[src/design/atm_pkg.sv]
package atm_pkg;
	// register byte offsets on the axi4-lite slave
	localparam logic [7:0] OFS_CTRL      = 8'h00; // run, source select
	localparam logic [7:0] OFS_COUNT     = 8'h04; // aux_count_pair
	localparam logic [7:0] OFS_FLAGS     = 8'h08; // periph_irq_flags_second
	localparam logic [7:0] OFS_ENABLES   = 8'h0c; // periph_irq_enables_second
	localparam logic [7:0] OFS_COMPARE   = 8'h10; // compare_value_pair
	localparam logic [7:0] OFS_MODE      = 8'h14; // compare_mode_field
	localparam logic [7:0] OFS_COMPANION = 8'h18; // companion_timer_control
	// field positions
	localparam int BIT_RUN     = 0;
	localparam int BIT_SRCSEL  = 1;
	localparam int BIT_OVF     = 1;
	localparam int BIT_OSCEN   = 3;
	localparam int CNT_W       = 16;
	localparam int MODE_W      = 4;
	localparam logic [MODE_W-1:0] MODE_SPECIAL_TRIG = 4'hb;
	localparam logic [CNT_W-1:0]  CNT_ZERO = 16'h0000;
	localparam logic [CNT_W-1:0]  CNT_ONES = 16'hffff;
	localparam logic [1:0] RESP_OKAY   = 2'h0;
	localparam logic [1:0] RESP_SLVERR = 2'h2;

	// one axi4-lite request side from the master
	typedef struct packed {
		logic [7:0]  addr;
		logic [31:0] data;
		logic [3:0]  strb;
	} atm_wreq_t;

	// state of the write channel handshake
	typedef enum logic [1:0] {
		WR_IDLE = 2'b00,
		WR_RESP = 2'b01
	} atm_wstate_t;
endpackage

[src/design/atm_sync.sv]
`timescale 1ns/1ps
// three-stage synchroniser for a pin level; a change counts once the
// second and third stages agree, the first stage feeds only the second
module atm_sync (
	input  wire logic core_clk,
	input  wire logic nrst,
	input  wire logic rawPin,
	output logic      level,
	output logic      rise
);
	logic stage1;
	logic stage2;
	logic stage3;
	logic next_level;
	logic next_rise;

	// agreement filter on the two later stages; rise marks a new high level
	always_comb begin
		next_level = level;
		if (stage2 == stage3) begin
			next_level = stage3;
		end
		next_rise = next_level & ~level;
	end

	always_ff @(posedge core_clk) begin
		if (!nrst) begin
			stage1 <= 1'b0;
			stage2 <= 1'b0;
			stage3 <= 1'b0;
			level  <= 1'b0;
			rise   <= 1'b0;
		end else begin
			stage1 <= rawPin;
			stage2 <= stage1;
			stage3 <= stage2;
			level  <= next_level;
			rise   <= next_rise;
		end
	end
endmodule

[src/design/atm_timer.sv]
// The register offsets and register access over AXI4-Lite were chosen for this implementation.
`timescale 1ns/1ps
// Summary of operation
// - count 0000h up to FFFFh, wrap to zero
// - overflow sets and holds the overflow flag
// - request forwarded only while enable bit set
// - low-power oscillator may clock the counter
// - oscillator runs only while its enable set
// - special trigger mode 1011 clears the counter
// - trigger clear never sets the overflow flag
// - software count write beats trigger clear
// - compare value pair sets period in trigger mode
module atm_timer (
	input  wire logic                  core_clk,
	input  wire logic                  nrst,
	input  wire logic [7:0]            s_axi_awaddr,
	input  wire logic                  s_axi_awvalid,
	output logic                       s_axi_awready,
	input  wire logic [31:0]           s_axi_wdata,
	input  wire logic [3:0]            s_axi_wstrb,
	input  wire logic                  s_axi_wvalid,
	output logic                       s_axi_wready,
	output logic [1:0]                 s_axi_bresp,
	output logic                       s_axi_bvalid,
	input  wire logic                  s_axi_bready,
	input  wire logic [7:0]            s_axi_araddr,
	input  wire logic                  s_axi_arvalid,
	output logic                       s_axi_arready,
	output logic [31:0]                s_axi_rdata,
	output logic [1:0]                 s_axi_rresp,
	output logic                       s_axi_rvalid,
	input  wire logic                  s_axi_rready,
	input  wire logic                  lowPowerOscPin,
	output logic                       lowPowerOscRun,
	output logic                       auxOverflowIrq
);
	import atm_pkg::*;

	////////////////////////////////////////////////////////////////////////
	// write channel: address and data taken in either order
	logic              awHeld;
	logic              wHeld;
	atm_wreq_t         wreq;
	atm_wstate_t       wState;
	logic              next_awHeld;
	logic              next_wHeld;
	atm_wreq_t         next_wreq;
	atm_wstate_t       next_wState;
	logic              next_bvalid;
	logic [1:0]        next_bresp;
	logic              doWrite;
	// a write lands in the cycle both halves are held
	assign doWrite = (wState == WR_IDLE) && awHeld && wHeld;
	function automatic logic known(input logic [7:0] a);
		known = (a == OFS_CTRL) || (a == OFS_COUNT) || (a == OFS_FLAGS) ||
			(a == OFS_ENABLES) || (a == OFS_COMPARE) || (a == OFS_MODE) ||
			(a == OFS_COMPANION);
	endfunction
	always_comb begin
		next_awHeld = awHeld;
		next_wHeld  = wHeld;
		next_wreq   = wreq;
		next_wState = wState;
		next_bvalid = s_axi_bvalid;
		next_bresp  = s_axi_bresp;
		if (s_axi_awvalid && s_axi_awready) begin
			next_awHeld  = 1'b1;
			next_wreq.addr = s_axi_awaddr;
		end
		if (s_axi_wvalid && s_axi_wready) begin
			next_wHeld   = 1'b1;
			next_wreq.data = s_axi_wdata;
			next_wreq.strb = s_axi_wstrb;
		end
		if (doWrite) begin
			next_wState = WR_RESP;
			next_bvalid = 1'b1;
			next_bresp  = known(wreq.addr) ? RESP_OKAY : RESP_SLVERR;
			next_awHeld = 1'b0;
			next_wHeld  = 1'b0;
		end else if (wState == WR_RESP && s_axi_bready) begin
			next_wState = WR_IDLE;
			next_bvalid = 1'b0;
		end
	end
	always_ff @(posedge core_clk) begin
		if (!nrst) begin
			awHeld        <= 1'b0;
			wHeld         <= 1'b0;
			wreq          <= '0;
			wState        <= WR_IDLE;
			s_axi_bvalid  <= 1'b0;
			s_axi_bresp   <= RESP_OKAY;
			s_axi_awready <= 1'b0;
			s_axi_wready  <= 1'b0;
		end else begin
			awHeld        <= next_awHeld;
			wHeld         <= next_wHeld;
			wreq          <= next_wreq;
			wState        <= next_wState;
			s_axi_bvalid  <= next_bvalid;
			s_axi_bresp   <= next_bresp;
			// ready one cycle, only while that half is not yet held
			s_axi_awready <= ~next_awHeld & ~s_axi_awready &
				(next_wState == WR_IDLE) & s_axi_awvalid;
			s_axi_wready  <= ~next_wHeld & ~s_axi_wready &
				(next_wState == WR_IDLE) & s_axi_wvalid;
		end
	end

	////////////////////////////////////////////////////////////////////////
	// software-visible state
	logic              runEn;
	logic              srcSel;
	logic              oscEn;
	logic [CNT_W-1:0]  count;
	logic              ovfFlag;
	logic              ovfEnable;
	logic [CNT_W-1:0]  comparePair;
	logic [MODE_W-1:0] compareMode;
	logic              next_runEn;
	logic              next_srcSel;
	logic              next_oscEn;
	logic [CNT_W-1:0]  next_count;
	logic              next_ovfFlag;
	logic              next_ovfEnable;
	logic [CNT_W-1:0]  next_comparePair;
	logic [MODE_W-1:0] next_compareMode;
	logic              oscRise;
	logic              tick;
	logic              wrap;
	logic              trigFire;
	// pin from the low-power oscillator, brought into core_clk; only its
	// rising edge matters, so the filtered level is left unused
	atm_sync u_sync (
		.core_clk (core_clk),
		.nrst     (nrst),
		.rawPin   (lowPowerOscPin),
		.level    (),
		.rise     (oscRise)
	);
	// source choice: core clock or gated oscillator edge
	assign tick = runEn & (srcSel ? (oscRise & oscEn) : 1'b1);
	assign wrap = tick && (count == CNT_ONES);
	// trigger fires on a match, which makes the compare pair the last count before zero
	assign trigFire = (compareMode == MODE_SPECIAL_TRIG) && tick &&
		(count == comparePair);
	function automatic logic hit(input logic [7:0] a);
		hit = doWrite && (wreq.addr == a) && wreq.strb[0];
	endfunction
	always_comb begin
		next_runEn       = runEn;
		next_srcSel      = srcSel;
		next_oscEn       = oscEn;
		next_count       = count;
		next_ovfFlag     = ovfFlag;
		next_ovfEnable   = ovfEnable;
		next_comparePair = comparePair;
		next_compareMode = compareMode;
		if (tick) begin
			next_count = count + 16'h0001; // wraps to zero
		end
		if (trigFire) begin
			next_count = CNT_ZERO;
		end
		if (doWrite && wreq.addr == OFS_COUNT) begin
			// write wins over a coincident trigger clear
			if (wreq.strb[0]) next_count[7:0] = wreq.data[7:0];
			if (wreq.strb[1]) next_count[15:8] = wreq.data[15:8];
		end
		if (hit(OFS_CTRL)) begin
			next_runEn  = wreq.data[BIT_RUN];
			next_srcSel = wreq.data[BIT_SRCSEL];
		end
		if (hit(OFS_COMPANION)) next_oscEn = wreq.data[BIT_OSCEN];
		if (hit(OFS_ENABLES)) next_ovfEnable = wreq.data[BIT_OVF];
		if (hit(OFS_MODE)) next_compareMode = wreq.data[MODE_W-1:0];
		if (doWrite && wreq.addr == OFS_COMPARE) begin
			if (wreq.strb[0]) next_comparePair[7:0] = wreq.data[7:0];
			if (wreq.strb[1]) next_comparePair[15:8] = wreq.data[15:8];
		end
		// only a zero write clears; a real wrap wins over it
		if (hit(OFS_FLAGS) && !wreq.data[BIT_OVF]) next_ovfFlag = 1'b0;
		// a trigger clear is not a wrap, so it leaves the flag alone
		if (wrap && !trigFire) next_ovfFlag = 1'b1;
	end
	always_ff @(posedge core_clk) begin
		if (!nrst) begin
			runEn          <= 1'b0;
			srcSel         <= 1'b0;
			oscEn          <= 1'b0;
			count          <= CNT_ZERO;
			ovfFlag        <= 1'b0;
			ovfEnable      <= 1'b0;
			comparePair    <= CNT_ZERO;
			compareMode    <= '0;
			lowPowerOscRun <= 1'b0;
			auxOverflowIrq <= 1'b0;
		end else begin
			runEn          <= next_runEn;
			srcSel         <= next_srcSel;
			oscEn          <= next_oscEn;
			count          <= next_count;
			ovfFlag        <= next_ovfFlag;
			ovfEnable      <= next_ovfEnable;
			comparePair    <= next_comparePair;
			compareMode    <= next_compareMode;
			lowPowerOscRun <= next_oscEn;
			auxOverflowIrq <= next_ovfFlag & next_ovfEnable;
		end
	end

	////////////////////////////////////////////////////////////////////////
	// read channel: one cycle to arready, data the next
	logic [31:0] rdWord;
	logic        next_arready;
	logic        next_rvalid;
	logic [31:0] next_rdata;
	logic [1:0]  next_rresp;
	// same address decode as the write side, so both answer alike
	always_comb begin
		rdWord  = 32'h0000_0000;
		case (s_axi_araddr)
			OFS_CTRL:      rdWord = {30'h0, srcSel, runEn};
			OFS_COUNT:     rdWord = {16'h0000, count};
			OFS_FLAGS:     rdWord = {30'h0, ovfFlag, 1'b0};
			OFS_ENABLES:   rdWord = {30'h0, ovfEnable, 1'b0};
			OFS_COMPARE:   rdWord = {16'h0000, comparePair};
			OFS_MODE:      rdWord = {28'h0, compareMode};
			OFS_COMPANION: rdWord = {28'h0, oscEn, 3'h0};
			default:       rdWord = 32'h0000_0000;
		endcase
		next_arready = 1'b0;
		next_rvalid  = s_axi_rvalid;
		next_rdata   = s_axi_rdata;
		next_rresp   = s_axi_rresp;
		if (s_axi_rvalid && s_axi_rready) begin
			next_rvalid = 1'b0;
		end
		if (s_axi_arvalid && s_axi_arready) begin
			next_rvalid = 1'b1;
			next_rdata  = rdWord;
			next_rresp  = known(s_axi_araddr) ? RESP_OKAY : RESP_SLVERR;
		end else if (s_axi_arvalid && !s_axi_arready && !s_axi_rvalid) begin
			next_arready = 1'b1;
		end
	end
	always_ff @(posedge core_clk) begin
		if (!nrst) begin
			s_axi_arready <= 1'b0;
			s_axi_rvalid  <= 1'b0;
			s_axi_rdata   <= 32'h0000_0000;
			s_axi_rresp   <= RESP_OKAY;
		end else begin
			s_axi_arready <= next_arready;
			s_axi_rvalid  <= next_rvalid;
			s_axi_rdata   <= next_rdata;
			s_axi_rresp   <= next_rresp;
		end
	end

	////////////////////////////////////////////////////////////////////////
	// checks
	a_count_wraps: assert property (@(posedge core_clk) disable iff (!nrst)
		(wrap && !(doWrite && wreq.addr == OFS_COUNT)) |=> count == CNT_ZERO)
		else $error("counter did not wrap to zero");
	a_flag_sets: assert property (@(posedge core_clk) disable iff (!nrst)
		(wrap && !trigFire) |=> ovfFlag)
		else $error("overflow did not set flag");
	a_irq_masked: assert property (@(posedge core_clk) disable iff (!nrst)
		auxOverflowIrq |-> $past(ovfEnable) || ovfEnable)
		else $error("request raised while masked");
	a_irq_follows: assert property (@(posedge core_clk) disable iff (!nrst)
		(ovfFlag && ovfEnable) |-> auxOverflowIrq)
		else $error("request missing with flag and enable");
	a_osc_gate: assert property (@(posedge core_clk) disable iff (!nrst)
		(srcSel && !oscEn && !(doWrite && wreq.addr == OFS_COUNT))
		|=> count == $past(count) || count == CNT_ZERO)
		else $error("counter moved with oscillator off");
	a_osc_run: assert property (@(posedge core_clk) disable iff (!nrst)
		lowPowerOscRun == oscEn)
		else $error("oscillator run differs from enable");
	a_trig_clear: assert property (@(posedge core_clk) disable iff (!nrst)
		(trigFire && !(doWrite && wreq.addr == OFS_COUNT))
		|=> count == CNT_ZERO)
		else $error("trigger did not clear counter");
	a_trig_noflag: assert property (@(posedge core_clk) disable iff (!nrst)
		(trigFire && !ovfFlag && !wrap) |=> !ovfFlag)
		else $error("trigger set the flag");
	a_write_wins: assert property (@(posedge core_clk) disable iff (!nrst)
		(trigFire && doWrite && wreq.addr == OFS_COUNT &&
		wreq.strb[1:0] == 2'h3) |=> count == $past(wreq.data[15:0]))
		else $error("trigger beat the software write");
	a_flag_holds: assert property (@(posedge core_clk) disable iff (!nrst)
		(ovfFlag && !hit(OFS_FLAGS)) |=> ovfFlag)
		else $error("flag dropped without a clear");
endmodule

[config.mk]
export PLATFORM = sky130hd
export DESIGN_NAME = atm_timer
export DESIGN_NICKNAME = d
export VERILOG_FILES = /design/src/design/atm_pkg.sv /design/src/design/atm_sync.sv /design/src/design/atm_timer.sv
export SDC_FILE = /design/constraint.sdc
export NUM_CORES = 1
export LEC_CHECK = 0
export BUFFER_PORTS_ARGS = -buffer_cell sky130_fd_sc_hd__buf_2
export CAP_MARGIN = 25
export CORE_ASPECT_RATIO = 0.5
export CORE_UTILIZATION = 51
export CTS_BUF_LIST = sky130_fd_sc_hd__clkbuf_8
export DETAILED_ROUTE_END_ITERATION = 12
export GPL_ROUTABILITY_DRIVEN = 0
export GPL_TIMING_DRIVEN = 0
export PLACE_DENSITY_LB_ADDON = 0.12
export SLEW_MARGIN = 20
export SYNTH_ARGS = -nofsm -noshare
export SYNTH_HDL_FRONTEND = slang
export SYNTH_HIERARCHICAL = 1
export SYNTH_SLANG_ARGS = --single-unit
[constraint.sdc]
create_clock -name core_clk -period 1.7 [get_ports core_clk]
set_clock_uncertainty 0.1 [all_clocks]
set_input_delay 0.255 -clock core_clk [delete_from_list [all_inputs] [get_ports core_clk]]
set_output_delay 0.255 -clock core_clk [all_outputs]
set_load 0.02 [all_outputs]
# ---- After elaboration in Yosys (flattened, before gate mapping)
# Cells that the tools add are included.
dict set report op_classes {
  add_sub_neg 1
  eq_ne 17
  n_reduce_logical 51
  n_mux 24
  bitwise 16
}
# op count
set op_table {}
lappend op_table {{case mux 16 bit (7 select lines)} 1}
lappend op_table {{== test 8 x 5 -> 1 bit (second input constant)} 6}
lappend op_table {{two-way mux 16 bit} 3}
lappend op_table {{== test 8 x 4 -> 1 bit (second input constant)} 4}
lappend op_table {{logical AND 1 bit} 26}
lappend op_table {{adder 16 x 1 -> 16 bit (second input constant)} 1}
lappend op_table {{== test 16 bit} 1}
lappend op_table {{== test 16 bit (second input constant)} 1}
lappend op_table {{== test 8 x 3 -> 1 bit (second input constant)} 2}
lappend op_table {{zero test 8 bit} 2}
lappend op_table {{two-way mux 8 bit} 2}
lappend op_table {{two-way mux 1 bit} 14}
lappend op_table {{logical OR 1 bit} 12}
lappend op_table {{AND 1 bit} 10}
lappend op_table {{two-way mux 2 bit} 4}
lappend op_table {{NOT 1 bit} 6}
lappend op_table {{== test 4 bit (second input constant)} 1}
lappend op_table {{zero test 1 bit} 4}
lappend op_table {{zero test 2 bit} 2}
lappend op_table {{AND reduction 2 bit} 2}
lappend op_table {{nonzero test 2 bit} 2}
lappend op_table {{== test 2 x 1 -> 1 bit (second input constant)} 1}
lappend op_table {{OR reduction 2 bit} 1}
lappend op_table {{== test 1 bit} 1}
dict set report totals {
  output_inout_bits 43
  elab_cells 138
  register_bits 118
  in_bits 60
}

# ---- Depth between registers and ports, before layout
# Gate-level depths: netlist (run 1).
dict set report depth {
  depth_word 9
  depth_mapped 6
  depth_no_buf 5
}

# ---- Cells and area by module
# The synthesis (run 1) kept the hierarchy.
# module area_each_um2 n_inst cells_per_inst
set modules_own_cells {}
lappend modules_own_cells {atm_timer 4469.3 1 521}
lappend modules_own_cells {atm_sync 148.9 1 12}

# ---- Least setup slack after synthesis (run 1)
# OpenSTA, ideal clock, no wires.
dict set report synth_timing {
  path_type {reg-to-reg}
  start {register oscEn}
  end {register count[10]}
  t_required_ps 1467
  path_stages_with_launch 7
  setup_time_ps 133
  synth_period_minus_slack_ps 1770
  setup_slack_ps -70
  t_arrival_ps 1537
  path_buffers 1
  cell_sequence {dfxtp_1 a21bo_2 and2_1 clkbuf_1 nand4b_1 nor2_1 o31ai_1}
}
dict set report synth_via {
  elab_chain_cells 8
}
# element line_no
set synth_lines {}
lappend synth_lines {{start: declaration} atm_timer.sv:115} ;# logic oscEn;
lappend synth_lines {{start signal: assignment} atm_timer.sv:202} ;# oscEn <= next_oscEn;
lappend synth_lines {{AND 1 bit (*)} atm_timer.sv:143} ;# assign tick = runEn & (srcSel ? (oscRise & oscEn) : 1'b1);
lappend synth_lines {{two-way mux 1 bit (*)} atm_timer.sv:143}
lappend synth_lines {{AND 1 bit (*)} atm_timer.sv:143}
lappend synth_lines {{logical AND 1 bit (2 in series)} atm_timer.sv:146} ;# assign trigFire = (compareMode == MODE_SPECIAL_TRIG) && tick &&
lappend synth_lines {{two-way mux 16 bit (*)} atm_timer.sv:163} ;# if (trigFire) begin
lappend synth_lines {{two-way mux 8 bit} atm_timer.sv:169} ;# if (wreq.strb[1]) next_count[15:8] = wreq.data[15:8];
lappend synth_lines {{two-way mux 16 bit (*)} atm_timer.sv:166} ;# if (doWrite && wreq.addr == OFS_COUNT) begin
lappend synth_lines {{end signal: assignment} atm_timer.sv:203} ;# count <= next_count;
lappend synth_lines {{end: declaration} atm_timer.sv:116} ;# logic [CNT_W-1:0] count;
# Mark *: on every way between the ends. The rest lies on a longest branch, timed or not.
# A chain may end at the register's enable or synchronous reset.

# ---- Worst setup path after layout (run 1)
dict set report layout_timing {
  start {register wState[1]}
  end {register comparePair[6]}
}
dict set report layout_via {
  elab_chain_cells 5
}
# element line_no
set layout_lines {}
lappend layout_lines {{start: declaration} atm_timer.sv:44} ;# atm_wstate_t wState;
lappend layout_lines {{start signal: assignment} atm_timer.sv:100} ;# wState <= next_wState;
lappend layout_lines {{zero test 2 bit} atm_timer.sv:53} ;# assign doWrite = (wState == WR_IDLE) && awHeld && wHeld;
lappend layout_lines {{logical AND 1 bit (2 in series)} atm_timer.sv:53}
lappend layout_lines {{logical AND 1 bit} atm_timer.sv:178} ;# if (doWrite && wreq.addr == OFS_COMPARE) begin
lappend layout_lines {{AND reduction 2 bit (no source line)} -}
lappend layout_lines {{end signal: assignment} atm_timer.sv:206} ;# comparePair <= next_comparePair;
lappend layout_lines {{end: declaration} atm_timer.sv:119} ;# logic [CNT_W-1:0] comparePair;
# Every way passes these cells.

==> results of run 1 <==
-- power breakdown --
part,total (W),leakage [nW],switching [W],internal (W)
clock network,0.00149,0.0987,0.000919,0.000570
registers,0.00240,0.820,0.0000320,0.00236
logic,0.000357,1.43,0.000212,0.000145
-- final cells by class --
type	instances	area, sq um	area share
Tap cell	117	146	0.0252
Sequential cell	100	2040	0.351
Inverter	3	11.3	0.00194
Multi-Input combinational cell	399	2550	0.439
Timing Repair Buffer	94	592	0.102
Clock inverter	7	71.3	0.0123
Clock buffer	9	124	0.0213
Buffer	43	274	0.0471
-- worst max-delay path: cells and delay by family, from the launching register on --
kind | cells | cell delay (ns)
AND/OR/NAND/NOR | 4 | 0.79
multiplexers | 1 | 0.21
buffers and inverters | 1 | 0.20
flip-flops | 1 | 0.36
-- state kept, by name (all words and copies together), names as in the netlist, 2 cells and up --
register     flops
count           16
comparePair     16
s_axi_rdata     16
wState           2
wreq            26
compareMode      4
-- worst max-delay path by stage --
| stage | cells past startpoint | to | slack, ns |
|---|---|---|---|
| after floorplan | 6 | count[10] | 0.02 |
| after global placement | 6 | comparePair[11] | -0.31 |
| after detailed placement | 6 | comparePair[13] | -0.30 |
| after CTS | 6 | comparePair[7] | -0.13 |
| after global routing | 6 | comparePair[6] | -0.18 |
| final | 6 | comparePair[6] | -0.1 |
-- kinds of logic (layout without fill, tap and decap cells) --
| family | Yosys count | count (layout) | synth area share |
|---|---|---|---|
| AO/OA/AOI/OAI | 97 | 97 | 0.129 |
| XOR/XNOR | 31 | 31 | 0.0588 |
| adder cells (fa/ha/maj) | 1 | 1 | 0.00271 |
| buffers and inverters | 51 | 156 | 0.0615 |
| flip-flops | 100 | 100 | 0.433 |
| multiplexers | 27 | 27 | 0.0618 |
| other | 1 | 18 | 0.000812 |
| AND/OR/NAND/NOR | 225 | 225 | 0.252 |
-- metal layers --
layer  track usage  wire length [um]
met1         0.370              5650
met2         0.390              5160
met3        0.0592               737
met4        0.0753               164
met5             0                 0
-- repair_timing --
action                                  in CTS  in global routing
pin swaps                                    4                 31
endpoints found under the setup margin      49                 59
resized for setup                           32                 48
hold buffers                                17                  0
setup buffers                                4                  9
endpoints found under the hold margin       17                  0
-- stage by stage --
step           instance area (sq um)  hold slack (ns)  TNS [ns]  total power, W   util
2_1_floorplan                   4680            0.273         0         0.00265      -
3_3_place_gp                    5150            0.327     -9.61         0.00276  0.589
3_5_place_dp                    5150            0.337    -10.25         0.00277  0.589
4_1_cts                         5650         0.000495     -2.01         0.00427  0.646
5_1_grt                         5810           0.0126     -4.13         0.00441  0.665
6_report                        5810          0.00827     -1.74         0.00424  0.665
-- placed cells by master (no fill, tap or decap), drive strengths merged, types with 3 or more instances in the layout --
cell type,instances
conb,18
nand2b,3
dlygate4sd3,17
xor2,19
nand2,94
mux2i,24
inv,5
xnor2,12
o31ai,8
and2,8
a22o,13
o21ai,14
clkbuf,25
nor4,7
and3,3
buf,104
nor3,10
clkinv,5
a21oi,50
nor2,37
dfxtp,100
nand4,8
nand3,35
nor4b,3
and4,4
==> results_dict.tcl, run 1 <==
set metrics [dict create \
    yosysTopAreaCellShare 0.433 \
    crit_start "wState[1]" \
    synth_commonest_cells "dfxtp_1 (100), nand2_1 (94), a21oi_1 (50)" \
    hold_viol_final 0 \
    ys_warn_count 6 \
    cts_tree "yes" \
    stdcell_count 772 \
    nets 711 \
    cts_max_level 3 \
    violations "setup timing" \
    ys_seq_area_frac 0.433 \
    critPathSlowestCell "dfxtp_2" \
    cp_cell_sequence "and4bb_4, nand4_4, nor4b_4, buf_6, mux2i_2, nor2_1" \
    dp_cells 731 \
    min_period_over_period 1.06 \
    antenna_found_initial 0 \
    grt_pass1_wl_um 18900 \
    rsz0062_at_grt "true" \
    dpl.hpwl_um 8280 \
    arrival_ns 1.95 \
    initial_core_util 0.528 \
    timing.slew.headroom 0.476 \
    drt_iter0_drc 292 \
    p_per_area_mw_per_mm2 730 \
    first_pass_iters 4 \
    pin_count 103 \
    clock_path_buffers 2 \
    critPathKind "reg -> reg" \
    fin_crit_ns 1.80 \
    peakVddDrop_v 0.000427 \
    status "finished with violations" \
    clk_transition_reported_paths_ns 0.11 \
    critical_path.endpoint_type "register" \
    grt_overflow 0 \
    worstHoldStart "s_axi_wdata[13]" \
    cpPeakStageDelay_ns 0.36 \
    synth.largest_area_cell "dfxtp_1" \
    crit_path_start_kind "register" \
    ys_types 60 \
    max_clock_freq_mhz 556 \
    wl_um 11700 \
    reg2reg_from "wState[1]" \
    slew_violations 0 \
    preCtsSetupSlack_ns -0.298 \
    cts_buffers 9 \
    root_buffer "clkbuf_8" \
    antenna_left 0 \
    required_ns 1.85 \
    num_vias 4142 \
    holdPathStages 3 \
    grt.total_usage 0.260 \
    synth_area_leaders "dfxtp_1 (43%), nand2_1 (7.6%), a21oi_1 (5.4%)" \
    cp_max_fo 8 \
    r2r_slack_ns -0.1 \
    worst_skew_pair.late_latency_ns 0.39 \
    yosysMostFrequentCell "dfxtp_1" \
    yosys_most_used_dff "dfxtp_1" \
    hp-class "in -> reg" \
    cap_violations 0 \
    setup_ws_ns -0.0974 \
    reg2reg_to "comparePair[6]" \
    nFillCells 764 \
    die_w_um 137 \
    io_buffers 64 \
    r2r_cells 6 \
    core_area_sq_mm 0.00874 \
    ys_async_sr_fraction 0 \
    viasPerCell 5.37 \
    drive_gt1_frac 0.287 \
    grt_max_degree 20 \
    die_area_sq_mm 0.00946 \
    wl_per_cell_um 15.2 \
    area_growth_pct 25.9 \
    worstMarginPinSlew_ns 0.786 \
    synth.ff_latch_count 100 \
    leakagePower_nw 2.35 \
    hold_end "wreq[17]" \
    syn_area_per_cell_sq_um 8.66 \
    synthCells 533 \
    syn_area_sq_mm 0.00462 \
    die_height_um 69.3 \
    num_rows 24 \
    n_antenna_cell 0 \
    grt_pass1_vias 3722 \
    clock_sinks 100 \
    synth_edf_count 0 \
    final-setup-viol-count 30 \
    post-route-drc-count 0 \
]
No activity file was read; power rests on OpenSTA's default activity.
==> run 2, diff against run 1 <==
CORE_UTILIZATION = 49   (was 51)
CTS_BUF_LIST = unset   (was sky130_fd_sc_hd__clkbuf_8)
==> results_dict.tcl, run 2 (synthesis results as in run 1) <==
set metrics [dict create \
    status "finished with violations" \
    violations "setup timing" \
    arrival_ns 1.95 \
    critPathSlowestCell "dfxtp_4" \
    hold_end "u_sync/stage1" \
    cp_max_fo 4 \
    wl_um 12200 \
    max_clock_freq_mhz 545 \
    dpl.hpwl_um 8470 \
    r2r_slack_ns -0.14 \
    clock_path_buffers 2 \
    holdPathStages 2 \
    hold_viol_final 0 \
    cap_violations 0 \
    comb_power_share 0.067 \
    wl_per_cell_um 15.9 \
    crit_path_start_kind "register" \
    area_growth_pct 30.8 \
    final-setup-viol-count 30 \
    clockPowerShare 0.446 \
    n_antenna_cell 0 \
    viasPerCell 5.36 \
    p_int_w 0.00378 \
    peakVddDrop_v 0.000577 \
    cts_hold_buffers 0 \
    grt_max_degree 17 \
    final_util 0.677 \
    cts_tree "yes" \
    switching_share 0.233 \
    fin_tns_setup_ns -2.16 \
    clk_transition_reported_paths_ns 0.07 \
    grt_overflow 0 \
    leakagePower_nw 2.44 \
    critPathKind "reg -> reg" \
    grt_pass1_wl_um 18200 \
    antenna_found_initial 0 \
    io_buffers 64 \
    rsz0062_at_grt "true" \
    p_sw_w 0.00115 \
    hp-class "in -> reg" \
    worstMarginPinSlew_ns 0.691 \
    post-route-drc-count 0 \
    fin_crit_ns 1.84 \
    nets 707 \
    drt_iter0_drc 156 \
    clock_sinks 100 \
    layout_common_cells "nand2_1 (86), dfxtp_1 (75), buf_2 (69)" \
    crit_path_frequent_cell "buf_4" \
    grt.total_usage 0.242 \
    reg2reg_from "count[7]" \
    pin_count 103 \
    setup_ws_ns -0.135 \
    top_register "wreq" \
    first_pass_iters 4 \
    reg2reg_to "auxOverflowIrq" \
    cts_max_level 3 \
    required_ns 1.82 \
    cts_buffers 9 \
    crit_family "simple AND/OR/NAND/NOR gates" \
    postPlaceCellArea_sq_mm 0.00515 \
    num_rows 24 \
    num_vias 4119 \
    initial_core_util 0.518 \
    cpPeakStageDelay_ns 0.37 \
    r2r_cells 7 \
    largest_reg_flops 26 \
    final_common_cell "nand2_1" \
    die_area_sq_mm 0.00984 \
    crit_buf_inv 2 \
    worst_skew_pair.late_latency_ns 0.35 \
    die_w_um 139 \
    core_area_sq_mm 0.00892 \
    antenna_left 0 \
    critical_path.endpoint_type "register" \
    drive_gt1_frac 0.336 \
    p_seq_frac 0.487 \
    p_per_area_mw_per_mm2 815 \
    root_buffer "clkbuf_16" \
    worstHoldStart "lowPowerOscPin" \
    timing.slew.headroom 0.539 \
    slew_violations 0 \
    min_period_over_period 1.08 \
    stdcell_area_sq_mm 0.00604 \
    cp_cell_sequence "xor2_4, nor4_2, nand4b_1, buf_4, o211ai_1, buf_4, a211oi_1" \
    grt_pass1_vias 3621 \
    holdWs_ns 0.0203 \
    die_height_um 70.6 \
]
run 2: cell types whose count changed in the layout (fill, tap and decap cells not counted), sizes merged:
cell / before / now
clkbuf: 25 / 26
dlygate4sd3: 17 / 0
buf: 104 / 117
clkinv: 5 / 3
inv: 5 / 4
bufinv: 0 / 2
run 2: metrics by stage:
| step | total power, W | std cells | setup WS [ns] |
|---|---|---|---|
| floorplan | 0.00265 | 550 | 0.0158 |
| global route | 0.00510 | 768 | -0.210 |
| global placement | 0.00276 | 731 | -0.315 |
| detailed placement | 0.00277 | 731 | -0.316 |
| finish | 0.00492 | 768 | -0.135 |
| CTS | 0.00494 | 755 | -0.0823 |
run 2: worst reg2reg max path: cells and delay by family, from the launching register on:
kind / cells / cell delay, ns
flip-flops: 1 / 0.37
buffers and inverters: 2 / 0.34
AND/OR/NAND/NOR: 2 / 0.49
XOR/XNOR: 1 / 0.19
AO/OA/AOI/OAI: 2 / 0.21
run 2: cell type report:
| type | count | area [sq um] |
|---|---|---|
| Clock inverter | 6 | 87.6 |
| Buffer | 42 | 256 |
| Inverter | 3 | 11.3 |
| Multi-Input combinational cell | 399 | 2720 |
| Clock buffer | 10 | 229 |
| Tap cell | 117 | 146 |
| Fill cell | 760 | 2880 |
| Timing Repair Buffer | 91 | 536 |
| Sequential cell | 100 | 2050 |
run 2: power groups by stage:
stage                     Sequential [W]  Combinational, W  Clock [W]
after floorplan                  0.00246          0.000196          0
after global placement           0.00246          0.000306          0
after detailed placement         0.00246          0.000309          0
after CTS                        0.00240          0.000320    0.00222
after global routing             0.00240          0.000359    0.00234
final                            0.00240          0.000332    0.00219
run 2: timing repair:
item / CTS / global route
setup endpoints to repair: 49 / 57
gates resized for setup: 39 / 67
buffers inserted: 11 / 16
pin swaps: 19 / 33
run 2: metal layers:
layer	routed length [um]	part of all wire	GRT usage
met5	0	0	0
met4	120	0.0098	0.0630
met3	734	0.060	0.0691
met2	5480	0.45	0.365
met1	5860	0.48	0.339
run 2: worst max-delay path by stage:
stage / startpoint / endpoint / cells after the start
after floorplan: oscEn / count[10] / 6
after global placement: wreq[39] / comparePair[11] / 6
after detailed placement: wreq[39] / comparePair[15] / 6
after CTS: wState[0] / comparePair[7] / 6
after global routing: count[7] / auxOverflowIrq / 7
final: count[7] / auxOverflowIrq / 7
==> run 3, diff against run 2 <==
PLACE_DENSITY_LB_ADDON = 0.25   (was 0.12)
==> results_dict.tcl, run 3 (synthesis results as in run 1) <==
set metrics [dict create \
    grt.total_usage 0.244 \
    wl_um 11800 \
    hold_end "u_sync/stage1" \
    wl_met1_um 5620 \
    cap_violations 0 \
    dp_cells 731 \
    comb_power_share 0.066 \
    rsz0062_at_grt "true" \
    grt_pass1_wl_um 18500 \
    worstHoldStart "lowPowerOscPin" \
    antenna_left 0 \
    dpl.hpwl_um 8320 \
    die_height_um 70.6 \
    top_register "wreq" \
    worstMarginPinSlew_ns 0.722 \
    viasPerCell 5.37 \
    arrival_ns 1.95 \
    p_seq_frac 0.479 \
    timing.slew.headroom 0.518 \
    grt_overflow 0 \
    clock_path_buffers 2 \
    drive_gt1_frac 0.297 \
    slew_violations 0 \
    first_pass_iters 4 \
    drt_iter0_drc 195 \
    p_int_w 0.00390 \
    leakagePower_nw 2.34 \
    violations "setup timing" \
    die_area_sq_mm 0.00984 \
    clk_transition_reported_paths_ns 0.07 \
    n_antenna_cell 0 \
    holdPathStages 2 \
    nets 696 \
    initial_core_util 0.518 \
    clock_sinks 100 \
    num_vias 4058 \
    p_per_area_mw_per_mm2 867 \
    critical_path.endpoint_type "register" \
    num_rows 24 \
    worst_skew_pair.late_latency_ns 0.35 \
    required_ns 1.84 \
    reg2reg_from "wreq[37]" \
    core_area_sq_mm 0.00892 \
    largest_reg_flops 26 \
    max_clock_freq_mhz 553 \
    die_w_um 139 \
    final-setup-viol-count 30 \
    setup_ws_ns -0.108 \
    p_total_w 0.00502 \
    pin_count 103 \
    fin_crit_ns 1.81 \
    reg2reg_to "count[14]" \
    wl_per_cell_um 15.6 \
    cts_max_level 3 \
    cts_hold_buffers 0 \
    antenna_found_initial 0 \
    preCtsSetupSlack_ns -0.292 \
    critPathKind "reg -> reg" \
    layout_common_cells "nand2_1 (88), dfxtp_1 (81), buf_2 (69)" \
    wl_met2_um 5310 \
    area_growth_pct 25.4 \
    r2r_slack_ns -0.11 \
    grt_max_degree 16 \
    peakVddDrop_v 0.000590 \
    grt_pass1_vias 3649 \
    post-route-drc-count 0 \
    routed.top_layer "met4" \
    hold_viol_final 0 \
    io_buffers 64 \
    final_common_cell "nand2_1" \
    final_util 0.649 \
    status "finished with violations" \
    min_period_over_period 1.06 \
    met3_length_um 739 \
    cts_buffers 9 \
    cp_max_fo 8 \
    clockPowerShare 0.456 \
    r2r_cells 5 \
    root_buffer "clkbuf_16" \
    switching_share 0.224 \
    crit_path_start_kind "register" \
    p_sw_w 0.00112 \
    hp-class "in -> reg" \
    cts_tree "yes" \
    stdcell_count 756 \
]
-- run 3: timing repair --
action | in CTS | in global routing
buffers inserted | 8 | 8
gates resized for setup | 28 | 45
setup endpoints to repair | 49 | 55
hold endpoints to repair | 0 | 0
pin swaps | 12 | 31
-- run 3: metal layers --
layer / vias to the layer above / GRT usage
met5: - / 0
met4: 0 / 0.0753
met3: 13 / 0.0542
met2: 121 / 0.376
met1: 1895 / 0.341
li1: 2029 / -
-- run 3: worst max-delay path by stage --
| stage | from | endpoint | cells past startpoint |
|---|---|---|---|
| finish | wreq[37] | count[14] | 5 |
| floorplan | oscEn | count[10] | 6 |
| global route | wState[0] | ovfFlag | 5 |
| detailed placement | wreq[39] | comparePair[13] | 6 |
| CTS | wState[0] | comparePair[2] | 6 |
| global placement | wreq[39] | comparePair[10] | 6 |
-- run 3: per-stage QoR --
step / TNS (ns) / hold slack, ns / cell area (sq um)
after floorplan: 0 / 0.273 / 4680
after global placement: -9.03 / 0.330 / 5150
after detailed placement: -9.93 / 0.339 / 5150
after CTS: -1.72 / 0.0205 / 5620
after global routing: -4.11 / 0.0256 / 5790
final: -2.24 / 0.0281 / 5790
-- run 3: power groups by stage --
stage               Combinational (W)  Clock, W  Sequential [W]
finish                       0.000331   0.00229         0.00240
global route                 0.000362   0.00240         0.00241
CTS                          0.000319   0.00230         0.00240
detailed placement           0.000312         0         0.00246
global placement             0.000309         0         0.00246
floorplan                    0.000196         0         0.00246
-- run 3: worst max-delay path, cell delays in order, from the launching register on --
cell     delay [ns]
dfxtp_4        0.36
or3b_4         0.44
nor3_4         0.27
and4_4         0.38
nand2_1        0.08
o31ai_1        0.07
-- run 3: final cells by class --
cell class	instances	area (sq um)
flip-flops and latches	100	2030
multi-input cells	399	2560
inverters	3	11.3
clock inverters	3	68.8
fillers	749	3130
clock buffers	12	267
plain buffers	42	265
repair buffers	80	440
well taps	117	146
